<file path="config.mk">
export PLATFORM = sky130hd
export DESIGN_NAME = flash_fe
export DESIGN_NICKNAME = d
export VERILOG_FILES = /design/src/pkg/flash_fe_pkg.sv /design/src/rtl/pin_filter.sv /design/src/rtl/flash_fe.sv
export VERILOG_INCLUDE_DIRS = /design/src /design/src/pkg
export SDC_FILE = /design/constraint.sdc
export NUM_CORES = 1
export LEC_CHECK = 0
export ABC_AREA = 1
export ABC_CLOCK_PERIOD_IN_PS = 2350
export BUFFER_PORTS_ARGS = -buffer_cell sky130_fd_sc_hd__buf_2
export CAP_MARGIN = 20
export CORE_ASPECT_RATIO = 1.25
export CORE_MARGIN = 1
export CORE_UTILIZATION = 31
export CTS_BUF_LIST = sky130_fd_sc_hd__clkbuf_8
export CTS_CLUSTER_SIZE = 12
export DETAILED_ROUTE_END_ITERATION = 10
export PLACE_DENSITY = 0.49
export SETUP_SLACK_MARGIN = 0.3
export SYNTH_ARGS = -nofsm -noshare
export SYNTH_HDL_FRONTEND = slang
export SYNTH_SLANG_ARGS = --single-unit
</file>
<file path="constraint.sdc">
create_clock -name clk -period 2.35 [get_ports clk]
set_input_delay 0.3525 -clock clk [delete_from_list [all_inputs] [get_ports clk]]
set_output_delay 0.3525 -clock clk [all_outputs]
set_load 0.05 [all_outputs]
</file>
<file path="src/pkg/flash_fe_defs.svh">
// Constants of the serial flash front end and its status bytes
// Summary of operation
// - Works with clock idling low or high
// - Sample on rising edge, drive after falling
// - Dual reads use two data lines
// - Quad reads use all four data lines
// - Quad reads need quad enable set
// - Select only after a chip select fall
// - Power-on reset ignores commands, restores defaults
// - Standby when deselected and not busy
// - Paused: outputs released, clock ignored, position kept
// - Deselect during pause aborts the transfer
// - Pause starts on hold low, clock low
// - Pause ends on hold high, clock low
// - Hold change with clock high waits
// - High byte bit 7 reads suspend state
// - Suspend sets flag, resume clears it
// - High bits 5..3 are one-time locks
// - Quad enable turns pins into data lines
// - High bit 0 is upper protect mode
// - Low bit 7 is lower protect mode
// - Mode 1 with write-protect low blocks writes, modes 2,3 always
// - Low bit 6 picks protect unit size
// - Low bit 5 picks protect direction
// - Low bits 4..2 protected size, zero none
// - Write latch must be set to start
// - Low bit 0 shows busy; all reset zero
`ifndef FLASH_FE_DEFS_SVH
`define FLASH_FE_DEFS_SVH

`define OFS_STATUS_LOW      5'h00
`define OFS_STATUS_HIGH     5'h04
`define OFS_FILL            5'h08
`define OFS_LINK            5'h0c

`define FILL_RESET          8'h00
`define LOW_CFG_RESET       6'h00
`define LOCK_RESET          3'h0
`define FLAG_RESET          1'b0

`define LOW_BIT_PROTECT_LO  7
`define LOW_CFG_LSB         2
`define HIGH_LOCK_LSB       3
`define HIGH_LOCK_MSB       5
`define HIGH_BIT_QUAD       1
`define HIGH_BIT_PROTECT_HI 0

`define OP_WRITE_STATUS     8'h01
`define OP_WRITE_DISABLE    8'h04
`define OP_READ_LOW         8'h05
`define OP_WRITE_ENABLE     8'h06
`define OP_READ_HIGH        8'h35
`define OP_DUAL_OUT         8'h3b
`define OP_QUAD_OUT         8'h6b
`define OP_SUSPEND          8'h75
`define OP_RESUME           8'h7a
`define OP_DUAL_IO          8'hbb
`define OP_QUAD_IO          8'heb

`define W_ONE               3'd1
`define W_TWO               3'd2
`define W_FOUR              3'd4

`define CLK_LAST_BIT        5'd7
`define CLK_ADDR_ONE        5'd24
`define CLK_ADDR_TWO        5'd16
`define CLK_ADDR_FOUR       5'd8
`define CLK_DUMMY_LONG      5'd8
`define CLK_DUMMY_QUAD      5'd4
`define CLK_DUMMY_NONE      5'd0

`define WRITE_TIME_NS       20000
`define CLK_PERIOD_NS       20

`endif

</file>
<file path="src/pkg/flash_fe_pkg.sv">
// Types of the serial flash front end
package flash_fe_pkg;
	typedef logic [31:0] word_t;
	typedef logic [4:0]  bus_addr_t;
	typedef logic [7:0]  byte_t;
	typedef logic [2:0]  width_t;
	typedef enum logic [2:0] {
		S_OFF, S_CMD, S_ADDR, S_DUMMY, S_WDATA, S_OUT, S_SKIP
	} link_state_e;
	typedef enum logic [1:0] {SRC_FILL, SRC_LOW, SRC_HIGH} out_src_e;
endpackage : flash_fe_pkg

</file>
<file path="src/rtl/pin_filter.sv">
// Three-stage pin synchroniser with agreement filter
`timescale 1ns/1ps
module pin_filter (
	// Clock and reset
	input  wire logic clk,
	input  wire logic rst_n,
	// Raw pin and filtered level
	input  wire logic pin,
	output logic      level
);
	logic s1_q;
	logic s2_q;
	logic s3_q;
	logic level_q;

	always_ff @(posedge clk or negedge rst_n) begin
		if (!rst_n) begin
			s1_q    <= 1'b0;
			s2_q    <= 1'b0;
			s3_q    <= 1'b0;
			level_q <= 1'b0;
		end else begin
			s1_q <= pin;
			s2_q <= s1_q;
			s3_q <= s2_q;
			if (s2_q == s3_q) begin
				level_q <= s3_q;
			end
		end
	end

	assign level = level_q;
endmodule : pin_filter

</file>
<file path="src/rtl/flash_fe.sv">
// Serial flash front end with status bytes and Avalon-MM access
`timescale 1ns/1ps
`include "flash_fe_defs.svh"
module flash_fe #(
	parameter int unsigned WRITE_CYCLES = `WRITE_TIME_NS / `CLK_PERIOD_NS
) (
	// Clock and reset
	input  wire logic                    clk,
	input  wire logic                    rst_n,
	// Avalon-MM slave
	input  wire flash_fe_pkg::bus_addr_t avs_address,
	input  wire logic                    avs_read,
	input  wire logic                    avs_write,
	input  wire flash_fe_pkg::word_t     avs_writedata,
	input  wire logic [3:0]              avs_byteenable,
	output flash_fe_pkg::word_t          avs_readdata,
	output logic                         avs_waitrequest,
	// Serial select and clock
	input  wire logic                    cs_n,
	input  wire logic                    sclk,
	// Data lines
	input  wire logic                    data_line_0_in,
	output logic                         data_line_0_out,
	output logic                         data_line_0_oe_n,
	input  wire logic                    data_line_1_in,
	output logic                         data_line_1_out,
	output logic                         data_line_1_oe_n,
	input  wire logic                    data_line_2_in,
	output logic                         data_line_2_out,
	output logic                         data_line_2_oe_n,
	input  wire logic                    data_line_3_in,
	output logic                         data_line_3_out,
	output logic                         data_line_3_oe_n,
	// Power state
	output logic                         standby
);
	import flash_fe_pkg::*;

	localparam logic [15:0] WRITE_LAST = 16'(WRITE_CYCLES - 1);

	// ------
	// Helpers
	// ------
	function automatic byte_t shift_in(byte_t r, width_t w,
		logic [3:0] d);
		case (w)
			`W_ONE:  shift_in = {r[6:0], d[0]};
			`W_TWO:  shift_in = {r[5:0], d[1:0]};
			default: shift_in = {r[3:0], d};
		endcase
	endfunction : shift_in

	function automatic logic [3:0] lines_out(byte_t b,
		logic [2:0] idx, width_t w);
		byte_t sh;
		sh = b << idx;
		case (w)
			`W_ONE:  lines_out = {2'b00, sh[7], 1'b0};
			`W_TWO:  lines_out = {2'b00, sh[7:6]};
			default: lines_out = sh[7:4];
		endcase
	endfunction : lines_out

	function automatic logic [3:0] oe_mask(width_t w);
		case (w)
			`W_ONE:  oe_mask = 4'hd;
			`W_TWO:  oe_mask = 4'hc;
			default: oe_mask = 4'h0;
		endcase
	endfunction : oe_mask

	// ------
	// Pin synchronisers
	// ------
	logic [5:0] pin_raw;
	logic [5:0] pin_f;
	assign pin_raw = {data_line_3_in, data_line_2_in, data_line_1_in,
		data_line_0_in, sclk, cs_n};
	for (genvar i = 0; i < 6; i++) begin : g_sync
		pin_filter u_sync (
			.clk   (clk),
			.rst_n (rst_n),
			.pin   (pin_raw[i]),
			.level (pin_f[i])
		);
	end

	// ------
	// State
	// ------
	link_state_e state_q, state_d;
	out_src_e    src_q, src_d;
	logic [4:0]  cnt_q, cnt_d;
	logic [4:0]  alen_q, alen_d;
	logic [4:0]  dlen_q, dlen_d;
	width_t      in_w_q, in_w_d;
	width_t      out_w_q, out_w_d;
	byte_t       rx_q, rx_d;
	byte_t       cmd_q, cmd_d;
	byte_t       lat_q, lat_d;
	byte_t       wb1_q, wb1_d;
	byte_t       wb2_q, wb2_d;
	logic [1:0]  wcnt_q, wcnt_d;
	logic [2:0]  idx_q, idx_d;
	logic [3:0]  dout_q, dout_d;
	logic [3:0]  oe_q, oe_d;
	logic        on_q, on_d;
	logic        cs_prev_q;
	logic        sclk_prev_q;
	logic        armed_q;
	logic        paused_q, paused_d;
	logic        standby_q;
	logic [5:0]  low_cfg_q;
	logic [2:0]  lock_q;
	logic        quad_enable_q;
	logic        protect_mode_hi_q;
	logic        write_latch_flag_q, write_latch_flag_d;
	logic        paused_op_flag_q, paused_op_flag_d;
	logic        busy_run_q;
	logic [15:0] bcnt_q;
	byte_t       fill_q;
	logic        wait_q;
	word_t       rdata_q;

	// ------
	// Decode
	// ------
	logic       cs_f, sclk_f, cs_rise, cs_fall, sel;
	logic       act_rise, act_fall, hold_n, wp_low;
	logic       busy_flag, busy_done, sr_locked, commit;
	logic       do_wrsr, do_wren, do_wrdi, do_sus, do_res;
	logic       is_rd_low, is_rd_high, is_wrsr, is_multi, is_quad;
	logic [3:0] din;
	byte_t      nxt_rx, src_byte, cur_byte, status_low, status_high;

	assign cs_f     = pin_f[0];
	assign sclk_f   = pin_f[1];
	assign din      = pin_f[5:2];
	assign hold_n   = din[3];
	assign wp_low   = ~quad_enable_q & ~din[2];
	assign cs_rise  = cs_f & ~cs_prev_q;
	assign cs_fall  = ~cs_f & cs_prev_q;
	assign sel      = state_q != S_OFF;
	// Edges of either clock polarity drive the same logic
	assign act_rise = sclk_f & ~sclk_prev_q & sel & ~paused_q;
	assign act_fall = ~sclk_f & sclk_prev_q & sel & ~paused_q;
	assign nxt_rx   = shift_in(rx_q, in_w_q, din);

	assign is_rd_low  = nxt_rx == `OP_READ_LOW;
	assign is_rd_high = nxt_rx == `OP_READ_HIGH;
	assign is_wrsr    = nxt_rx == `OP_WRITE_STATUS;
	assign is_quad    = nxt_rx == `OP_QUAD_OUT
		|| nxt_rx == `OP_QUAD_IO;
	assign is_multi   = is_quad || nxt_rx == `OP_DUAL_OUT
		|| nxt_rx == `OP_DUAL_IO;

	assign busy_flag   = busy_run_q & ~paused_op_flag_q;
	assign status_low  = {low_cfg_q, write_latch_flag_q, busy_flag};
	assign status_high = {paused_op_flag_q, 1'b0, lock_q, 1'b0,
		quad_enable_q, protect_mode_hi_q};
	assign src_byte = (src_q == SRC_LOW)  ? status_low :
		(src_q == SRC_HIGH) ? status_high : fill_q;
	assign cur_byte = (idx_q == 3'd0) ? src_byte : lat_q;

	// Upper mode bit locks outright, lower one through the pin
	assign sr_locked = protect_mode_hi_q
		| (low_cfg_q[`LOW_BIT_PROTECT_LO - `LOW_CFG_LSB]
		& wp_low);
	assign commit  = cs_rise & ~paused_q;
	assign do_wrsr = commit & (state_q == S_WDATA)
		& (wcnt_q != 2'd0) & write_latch_flag_q
		& ~busy_run_q & ~sr_locked;
	assign do_wren = commit & (state_q == S_SKIP)
		& (cmd_q == `OP_WRITE_ENABLE) & ~busy_run_q;
	assign do_wrdi = commit & (state_q == S_SKIP)
		& (cmd_q == `OP_WRITE_DISABLE) & ~busy_run_q;
	assign do_sus  = commit & (state_q == S_SKIP)
		& (cmd_q == `OP_SUSPEND) & busy_run_q;
	assign do_res  = commit & (state_q == S_SKIP)
		& (cmd_q == `OP_RESUME);
	assign busy_done = busy_flag & (bcnt_q == WRITE_LAST);

	assign write_latch_flag_d = do_wren ? 1'b1 :
		(do_wrdi | busy_done) ? 1'b0 : write_latch_flag_q;
	assign paused_op_flag_d = do_sus ? 1'b1 :
		do_res ? 1'b0 : paused_op_flag_q;

	// Hold acts only while the clock is low and quad is off
	assign paused_d = (~sel | cs_f) ? 1'b0 :
		(sclk_f | quad_enable_q) ? paused_q :
		~hold_n;
	assign oe_d = (state_q == S_OUT && on_q && !paused_q && !cs_f)
		? oe_mask(out_w_q) : 4'hf;

	// ------
	// Transfer sequencer
	// ------
	always_comb begin
		state_d = state_q;
		src_d   = src_q;
		cnt_d   = cnt_q;
		alen_d  = alen_q;
		dlen_d  = dlen_q;
		in_w_d  = in_w_q;
		out_w_d = out_w_q;
		rx_d    = rx_q;
		cmd_d   = cmd_q;
		lat_d   = lat_q;
		wb1_d   = wb1_q;
		wb2_d   = wb2_q;
		wcnt_d  = wcnt_q;
		idx_d   = idx_q;
		dout_d  = dout_q;
		on_d    = on_q;
		if (cs_f) begin
			state_d = S_OFF;
			on_d    = 1'b0;
		end else if (cs_fall && armed_q) begin
			state_d = S_CMD;
			cnt_d   = 5'd0;
			in_w_d  = `W_ONE;
			wcnt_d  = 2'd0;
		end else if (act_rise) begin
			rx_d  = nxt_rx;
			cnt_d = cnt_q + 5'd1;
			case (state_q)
				S_CMD: begin
					if (cnt_q == `CLK_LAST_BIT) begin
						cmd_d   = nxt_rx;
						cnt_d   = 5'd0;
						idx_d   = 3'd0;
						state_d = S_SKIP;
						if (is_rd_low || is_rd_high) begin
							state_d = S_OUT;
							out_w_d = `W_ONE;
							src_d   = is_rd_low ? SRC_LOW : SRC_HIGH;
						end else if (is_wrsr) begin
							state_d = S_WDATA;
						end else if (is_multi
							&& (quad_enable_q || !is_quad)) begin
							state_d = S_ADDR;
							src_d   = SRC_FILL;
							out_w_d = is_quad ? `W_FOUR : `W_TWO;
							in_w_d  = `W_ONE;
							alen_d  = `CLK_ADDR_ONE;
							dlen_d  = `CLK_DUMMY_LONG;
							if (nxt_rx == `OP_DUAL_IO) begin
								in_w_d = `W_TWO;
								alen_d = `CLK_ADDR_TWO;
								dlen_d = `CLK_DUMMY_NONE;
							end else if (nxt_rx == `OP_QUAD_IO) begin
								in_w_d = `W_FOUR;
								alen_d = `CLK_ADDR_FOUR;
								dlen_d = `CLK_DUMMY_QUAD;
							end
						end
					end
				end
				S_ADDR: begin
					if (cnt_q == alen_q - 5'd1) begin
						cnt_d   = 5'd0;
						state_d = (dlen_q == `CLK_DUMMY_NONE)
							? S_OUT : S_DUMMY;
					end
				end
				S_DUMMY: begin
					if (cnt_q == dlen_q - 5'd1) begin
						state_d = S_OUT;
					end
				end
				S_WDATA: begin
					if (cnt_q == `CLK_LAST_BIT) begin
						cnt_d = 5'd0;
						if (wcnt_q == 2'd0) begin
							wb1_d = nxt_rx;
						end else if (wcnt_q == 2'd1) begin
							wb2_d = nxt_rx;
						end
						if (wcnt_q != 2'd2) begin
							wcnt_d = wcnt_q + 2'd1;
						end
					end
				end
				default: begin
					cnt_d = cnt_q;
				end
			endcase
		end else if (act_fall && state_q == S_OUT) begin
			lat_d  = cur_byte;
			dout_d = lines_out(cur_byte, idx_q, out_w_q);
			idx_d  = idx_q + out_w_q;
			on_d   = 1'b1;
		end
	end

	always_ff @(posedge clk or negedge rst_n) begin
		if (!rst_n) begin
			state_q <= S_OFF;
			src_q   <= SRC_FILL;
			cnt_q   <= 5'd0;
			alen_q  <= 5'd0;
			dlen_q  <= 5'd0;
			in_w_q  <= `W_ONE;
			out_w_q <= `W_ONE;
			rx_q    <= 8'h00;
			cmd_q   <= 8'h00;
			lat_q   <= 8'h00;
			wb1_q   <= 8'h00;
			wb2_q   <= 8'h00;
			wcnt_q  <= 2'd0;
			idx_q   <= 3'd0;
			dout_q  <= 4'h0;
			on_q    <= 1'b0;
		end else begin
			state_q <= state_d;
			src_q   <= src_d;
			cnt_q   <= cnt_d;
			alen_q  <= alen_d;
			dlen_q  <= dlen_d;
			in_w_q  <= in_w_d;
			out_w_q <= out_w_d;
			rx_q    <= rx_d;
			cmd_q   <= cmd_d;
			lat_q   <= lat_d;
			wb1_q   <= wb1_d;
			wb2_q   <= wb2_d;
			wcnt_q  <= wcnt_d;
			idx_q   <= idx_d;
			dout_q  <= dout_d;
			on_q    <= on_d;
		end
	end

	// ------
	// Pin state, selection and pause
	// ------
	always_ff @(posedge clk or negedge rst_n) begin
		if (!rst_n) begin
			cs_prev_q   <= 1'b0;
			sclk_prev_q <= 1'b0;
			armed_q     <= 1'b0;
			paused_q    <= 1'b0;
			oe_q        <= 4'hf;
			standby_q   <= 1'b0;
		end else begin
			cs_prev_q   <= cs_f;
			sclk_prev_q <= sclk_f;
			armed_q     <= armed_q | cs_f;
			paused_q    <= paused_d;
			oe_q        <= oe_d;
			standby_q   <= cs_f & ~busy_run_q;
		end
	end

	// ------
	// Status bytes and write cycle
	// ------
	always_ff @(posedge clk or negedge rst_n) begin
		if (!rst_n) begin
			low_cfg_q          <= `LOW_CFG_RESET;
			lock_q             <= `LOCK_RESET;
			quad_enable_q      <= `FLAG_RESET;
			protect_mode_hi_q  <= `FLAG_RESET;
			write_latch_flag_q <= `FLAG_RESET;
			paused_op_flag_q   <= `FLAG_RESET;
			busy_run_q         <= `FLAG_RESET;
			bcnt_q             <= 16'h0000;
		end else begin
			if (do_wrsr) begin
				low_cfg_q <= wb1_q[7:`LOW_CFG_LSB];
				if (wcnt_q == 2'd2) begin
					lock_q <= lock_q
						| wb2_q[`HIGH_LOCK_MSB:`HIGH_LOCK_LSB];
					quad_enable_q     <= wb2_q[`HIGH_BIT_QUAD];
					protect_mode_hi_q <= wb2_q[`HIGH_BIT_PROTECT_HI];
				end
			end
			write_latch_flag_q <= write_latch_flag_d;
			paused_op_flag_q   <= paused_op_flag_d;
			if (do_wrsr) begin
				busy_run_q <= 1'b1;
				bcnt_q     <= 16'h0000;
			end else if (busy_done) begin
				busy_run_q <= 1'b0;
			end else if (busy_flag) begin
				bcnt_q <= bcnt_q + 16'h0001;
			end
		end
	end

	// ------
	// Avalon-MM slave
	// ------
	logic  bus_req, bus_take, fill_we;
	word_t rd_word;
	assign bus_req  = avs_read | avs_write;
	assign bus_take = bus_req & wait_q;
	assign fill_we  = avs_write & ~wait_q & avs_byteenable[0]
		& (avs_address == `OFS_FILL);
	assign rd_word =
		(avs_address == `OFS_STATUS_LOW)  ? {24'h0, status_low}  :
		(avs_address == `OFS_STATUS_HIGH) ? {24'h0, status_high} :
		(avs_address == `OFS_FILL)        ? {24'h0, fill_q}      :
		(avs_address == `OFS_LINK) ? {27'h0, busy_run_q, standby_q,
			paused_q, sel, armed_q} : 32'h0;

	always_ff @(posedge clk or negedge rst_n) begin
		if (!rst_n) begin
			wait_q  <= 1'b1;
			rdata_q <= 32'h0;
			fill_q  <= `FILL_RESET;
		end else begin
			wait_q <= ~bus_take;
			if (bus_take && avs_read) begin
				rdata_q <= rd_word;
			end
			if (fill_we) begin
				fill_q <= avs_writedata[7:0];
			end
		end
	end

	// ------
	// Outputs
	// ------
	assign avs_readdata     = rdata_q;
	assign avs_waitrequest  = wait_q;
	assign data_line_0_out  = dout_q[0];
	assign data_line_1_out  = dout_q[1];
	assign data_line_2_out  = dout_q[2];
	assign data_line_3_out  = dout_q[3];
	assign data_line_0_oe_n = oe_q[0];
	assign data_line_1_oe_n = oe_q[1];
	assign data_line_2_oe_n = oe_q[2];
	assign data_line_3_oe_n = oe_q[3];
	assign standby          = standby_q;
endmodule : flash_fe

</file>
* Word-level counts from Yosys, hierarchy flattened
Index checks and enable logic that the tools add are counted.
** Operators by class
- Add/subtract/negate cells :: 6
- Equal/unequal tests :: 51
- Shift-type cells :: 1
- Reduce and logical (&&, ||, !) cells :: 53
- Bitwise operators :: 57
- Mux-type cells :: 72
** Operators with widths (number)
- $mux 3 :: 27
- $mux 16 :: 3
- $mux 8 :: 6
- $mux 5 :: 7
- $and 1x1->1 :: 31
- $reduce_bool 2->1 :: 14
- $eq 8x3->1 const B :: 3
- $eq 8x7->1 const B :: 3
- $reduce_and 7->1 :: 3
- $reduce_and 5->1 :: 4
- $not 1->1 :: 19
- $mux 2 :: 9
- $add 16x1->16 const B :: 1
- $eq 16x10->1 const B :: 1
- $eq 8x6->1 const B :: 2
- $eq 8x8->1 const B :: 2
- $pmux 4 s2 :: 2
- $pmux 8 s2 :: 1
- $pmux 5 s3 :: 1
- $ne 2x1->1 const B :: 7
- $eq 3x2->1 const B :: 4
- $mux 1 :: 12
- $mux 4 :: 3
- $ne 4x3->1 const B :: 3
- other kinds (33) :: 72
** Word-level totals
- Output and inout port bits :: 42
- Input bits :: 51
- Bits in registers :: 177
- Word-level logic and storage cells :: 297

* Logic depth before layout (Yosys ltp)
- Depth in word-level cells :: 15
- Gate-level depth with buffers :: 15
- Gate-level depth less buffers :: 14

* Hierarchy
From an unflattened synthesis, not the netlist that was laid out.
** Second synthesis, totals
- Cells, all modules :: 928
- Area total of the unflattened synthesis :: 7546.0 sq um
** Modules (own cells, without submodules)
- flash_fe :: times used 1, sequential area each 2985.4 sq um, cells an instance 880, area an instance 6847.8 sq um
- pin_filter :: times used 6, sequential area each 100.1 sq um, cells an instance 8, area an instance 116.4 sq um

* Least setup slack after synthesis
Ideal clock, no wire load.
- Path kind :: reg-to-reg
- From :: register in_w_q[0]
- To :: register dlen_q[3]
- Cell stages (with the launch flop) :: 12
- Setup slack :: 0.571 ns
- Required time :: 2.231 ns
- Clock period less this slack :: 1.779 ns
- Data arrival time :: 1.660 ns
- Path buffers :: 1
- Setup time :: 0.119 ns
- Cell sequence :: dfstp_2 buf_6 inv_4 nand3_4 nand2_2 nor2_2 nor2_4 nor2_1 nand2_2 nor2_1 nor2_1 o21a_1
** On the way
- Cells in the longest elaborated chain, start to end :: 8
- Elaborated cells on any way between the ends :: 22
- Those cells by class :: eq/ne: 9; mux: 3; bitwise: 2; reduce/logical: 8
** RTL lines
- start: declaration :: RTL line flash_fe.sv:96 : width_t in_w_q, in_w_d;
- start signal: assignment :: RTL line flash_fe.sv:303 : in_w_q <= `W_ONE;
- start signal: assignment :: RTL line flash_fe.sv:320 : in_w_q <= in_w_d;
- $eq 3x2->1 or $eq 3x1->1 (tied branches) :: RTL line flash_fe.sv:46 : case (w)
- $pmux 8 s2 * :: RTL line flash_fe.sv:46
- $eq 8x7->1 (no line) or $eq 8x8->1 (tied branches)
- $logic_or 1x1->1 (no line)
- $logic_or 1x1->1 (no line) or $logic_not 1->1 (tied branches)
- $logic_or 1x1->1 (on tied branches)
- $logic_and 1x1->1 :: RTL line flash_fe.sv:240 : && (quad_enable_q || !is_quad)) begin
- $reduce_and 8->1 (no line)
- end signal: assignment :: RTL line flash_fe.sv:319 : dlen_q <= dlen_d;
- end: declaration :: RTL line flash_fe.sv:95 : logic [4:0] dlen_q, dlen_d;
Every way passes the cells marked *; elsewhere a longest branch is shown, timed or not.
A chain may end at the register's enable or synchronous reset.

* Worst setup path after layout
- From :: register in_w_q[0]
- To :: register dlen_q[2]
The elaborated chain is that of the path after synthesis.

==> impl_metrics.csv <==
group,metric,value,unit
logic_synthesis,synth_ff_type,"dfrtp_1",
logic_synthesis,synth_top_family_by_area,"simple AND/OR/NAND/NOR gates",
die,ios,93,
clocking,cts_max_path_buffers,2,
route,postRouteAntennaNets,0,
finish,insertedDiodeCount,0,
power,power_density,639,nW/um2
power,netSwitchingPower,1.66,mW
finish,multiInputGateArea,3360,um2
logic_synthesis,synthSimpleGateAreaFrac,27.7,%
place,port_buffers,41,
timing,hold_viol,0,
logic_synthesis,synthArstFlopShare,100,%
setup_path,cp-start-kind,"flop",
timing,fin_tns_setup,0,ns
power,power.total,5.67,mW
global_routing,grt_pass1_wl,29700,um
clocking,htreeDepth,4,
logic_synthesis,synthMuxAreaShare,0.301,%
timing,post-route-min-period,2.02,ns
route,drt_wl_total,17900,um
logic_synthesis,syn-cell-area,7490,um2
finish,nFillCells,2438,
power,swShare,29.3,%
global_routing,grt_max_degree,54,
timing,drv_slew,0,
power,power_frac_clock,39.0,%
finish,nets,1056,
die,die_x,141,um
timing,slew_headroom,57.6,%
flow_run,cap_viol_max_count,0,
timing,clock_skew,0.0155,ns
timing,worst_hold_slack,0.130,ns
setup_path,reg2reg_slack,0.33,ns
setup_path,cp.required,2.69,ns
setup_path,critPathCaptureType,"flop",
clocking,tritoncts,"yes",
worst_hold_path,min-delay-start,"avs_read",
route,wl_per_cell,13.4,um
timing,rsz0062_at_grt,"yes",
power,ir_drop,0.000282,V
setup_path,reg2reg_depth,12,
route,drc,0,
logic_synthesis,synth.avg_cell_area,8.23,um2
place,hpwl,13200,um
clocking,clk_pin_slew_worst_paths,0.09,ns
power,p_comb_share,13.8,%
worst_hold_path,worstHoldEndpoint,"avs_waitrequest",
logic_synthesis,ys_warn_count,0,
logic_synthesis,synthXorXnorAreaFrac,1.05,%
logic_synthesis,synth_adder_area_share,2.24,%
logic_synthesis,synth_edf_count,0,
die,core_area,23700,um2
global_routing,grt_pass1_vias,5889,
setup_path,path_max_fanout,8,
place,gp_congestion,0.821,
timing,timing.fmax,494,MHz
finish,final-seq-area,3590,um2
power,intPower,4.01,mW
route,vias,6114,
power,power_frac_seq,47.2,%
clocking,cts_inserted_buffers,17,
timing,setup_violations,0,
status,status,"finished clean",
clocking,clock-sinks,143,
timing,fin_crit_sh,86.1,%
route,drt_iter0_drc,386,
die,fp.dieH,176,um
worst_hold_path,min-delay-path-class,"in -> reg",
die,dieArea,24800,um2
setup_path,arrival,2.37,ns
logic_synthesis,synth_cell_types,55,
logic_synthesis,ys_ff_latch,143,
finish,synthToLayoutAreaGrowth,18.2,%
die,placementRows,63,
logic_synthesis,ys_seq_area_share,47.8,%
route,firstDrtPassIters,5,
global_routing,grt_use_total,15.2,%
clocking,clock_latency,0.46,ns
setup_path,rr_endpoint,"dlen_q[2]",
route,via_per_inst,4.58,
power,leakage,4.27,nW
global_routing,gr-total-overflow,0,
clocking,root_buffer,"clkbuf_8",
logic_synthesis,synth-compound-area-share,10.8,%
setup_path,path_class,"reg -> reg",
timing,worst_pin_slew,0.630,ns
die,initial_utilization,31.6,%
finish,drive_gt1_share,18.7,%
worst_hold_path,min_path_cells,4,
logic_synthesis,postSynthCellCount,911,
global_routing,antenna_found_initial,0,
setup_path,reg2reg_from,"in_w_q[0]",
==> state kept, by name (all words and copies together) (netlist names), 7 cells and up <==
name,cells
avs_readdata,8
bcnt_q,16
cmd_q,8
fill_q,8
lat_q,8
rx_q,7
==> worst max-delay path by stage <==
stage                    from         end  slack [ns]  depth (start not counted)
finish              in_w_q[0]   dlen_q[2]        0.33                         12
global route        in_w_q[0]   dlen_q[2]        0.20                         12
CTS                 in_w_q[0]   dlen_q[2]        0.30                         12
detailed placement  in_w_q[0]  out_w_q[1]        0.21                         13
global placement    in_w_q[0]  out_w_q[2]        0.18                         13
floorplan           in_w_q[0]   dlen_q[3]        0.57                         11
==> Yosys cell counts, drive strengths merged (2+ instances only) <==
cell | number | share of area [%]
nand3 | 81 | 6.4
o22ai | 2 | 0.17
maj3 | 6 | 0.80
a21oi | 33 | 2.2
dfstp | 6 | 2.1
xor2 | 8 | 0.93
clkbuf | 7 | 0.37
nand2 | 207 | 11
a22oi | 2 | 0.20
nor4 | 8 | 0.67
nor2 | 89 | 5.3
dfrtp | 137 | 46
mux2 | 2 | 0.30
o221ai | 5 | 0.58
a32o | 2 | 0.27
nor3 | 20 | 1.5
ha | 7 | 1.2
clkinv | 2 | 0.10
a31o | 2 | 0.23
o21a | 2 | 0.20
buf | 35 | 3.5
nand3b | 2 | 0.20
a31oi | 2 | 0.17
or2 | 6 | 0.50
inv | 117 | 6.0
o21ai | 81 | 5.6
nand4 | 28 | 2.3
==> per-layer routing <==
metal,wire length [um],global-route usage [%]
met4,339,5.66
met5,0,0
met1,8270,18.8
met3,473,2.70
met2,8770,26.4
==> worst max-delay path: stages, from the launching register on <==
cell and delay (ns):
dfstp_2 0.65, buf_4 0.16, nand4_1 0.10, nand2_2 0.13, nand3_2 0.10, nor2_4 0.20, nand2_4 0.10, inv_4 0.09
nand2_4 0.09, nand3_4 0.12, nand2_1 0.08, o21ai_2 0.06, inv_1 0.05
==> through the flow <==
step / util [%] / area [um2] / cells / setup WS [ns]
global placement: 34.3 / 8140 / 1285 / 0.176
floorplan: - / 7580 / 934 / 0.571
finish: 37.3 / 8860 / 1335 / 0.326
CTS: 36.7 / 8710 / 1327 / 0.303
global route: 37.3 / 8860 / 1335 / 0.202
detailed placement: 34.3 / 8140 / 1285 / 0.208
==> cell type report <==
| cell class | instances | area share [%] |
|---|---|---|
| multi-input combinational | 630 | 37.9 |
| inverter | 119 | 5.18 |
| tap | 325 | 4.59 |
| clock inverter | 15 | 2.40 |
| sequential | 143 | 40.5 |
| clock buffer | 17 | 2.64 |
| timing repair buffer | 86 | 6.76 |
==> repair_timing <==
action,4_1_cts,5_1_grt
buffers inserted,3,8
setup endpoints to repair,11,43
pin swaps,3,7
gates resized for setup,9,23
hold buffers,7,0
hold endpoints to repair,51,0
==> cell families (layout without fill, tap and decap cells) <==
family,Yosys count,after routing
buffers and inverters,161,237
multiplexers,2,2
flip-flops,143,143
XOR/XNOR,9,9
AO/OA/AOI/OAI,140,140
AND/OR/NAND/NOR,441,441
other,1,24
adder cells (fa/ha/maj),14,14
==> placed cells by master, fill, tap and decap left out, drive strengths merged, types with 4 or more instances in the layout <==
cell         instances
nor4                 8
dfrtp              137
maj3                 6
dfstp                6
o221ai               5
xor2                 8
nand2              207
nor3                20
nand4               28
nand3               81
or2                  6
clkbuf              17
nor2                89
dlygate4sd3          7
a21oi               33
o21ai               81
ha                   7
conb                24
bufinv               4
inv                119
buf                 79
clkinv               9
==> power by group through the flow <==
stage	registers (mW)	logic, mW	clock network [mW]
after global routing	2.69	0.874	2.36
final	2.68	0.780	2.21
after floorplan	2.72	0.485	0
after detailed placement	2.71	0.709	0
after global placement	2.71	0.707	0
after CTS	2.66	0.726	2.28
No activity file was read; power rests on OpenSTA's default activity.
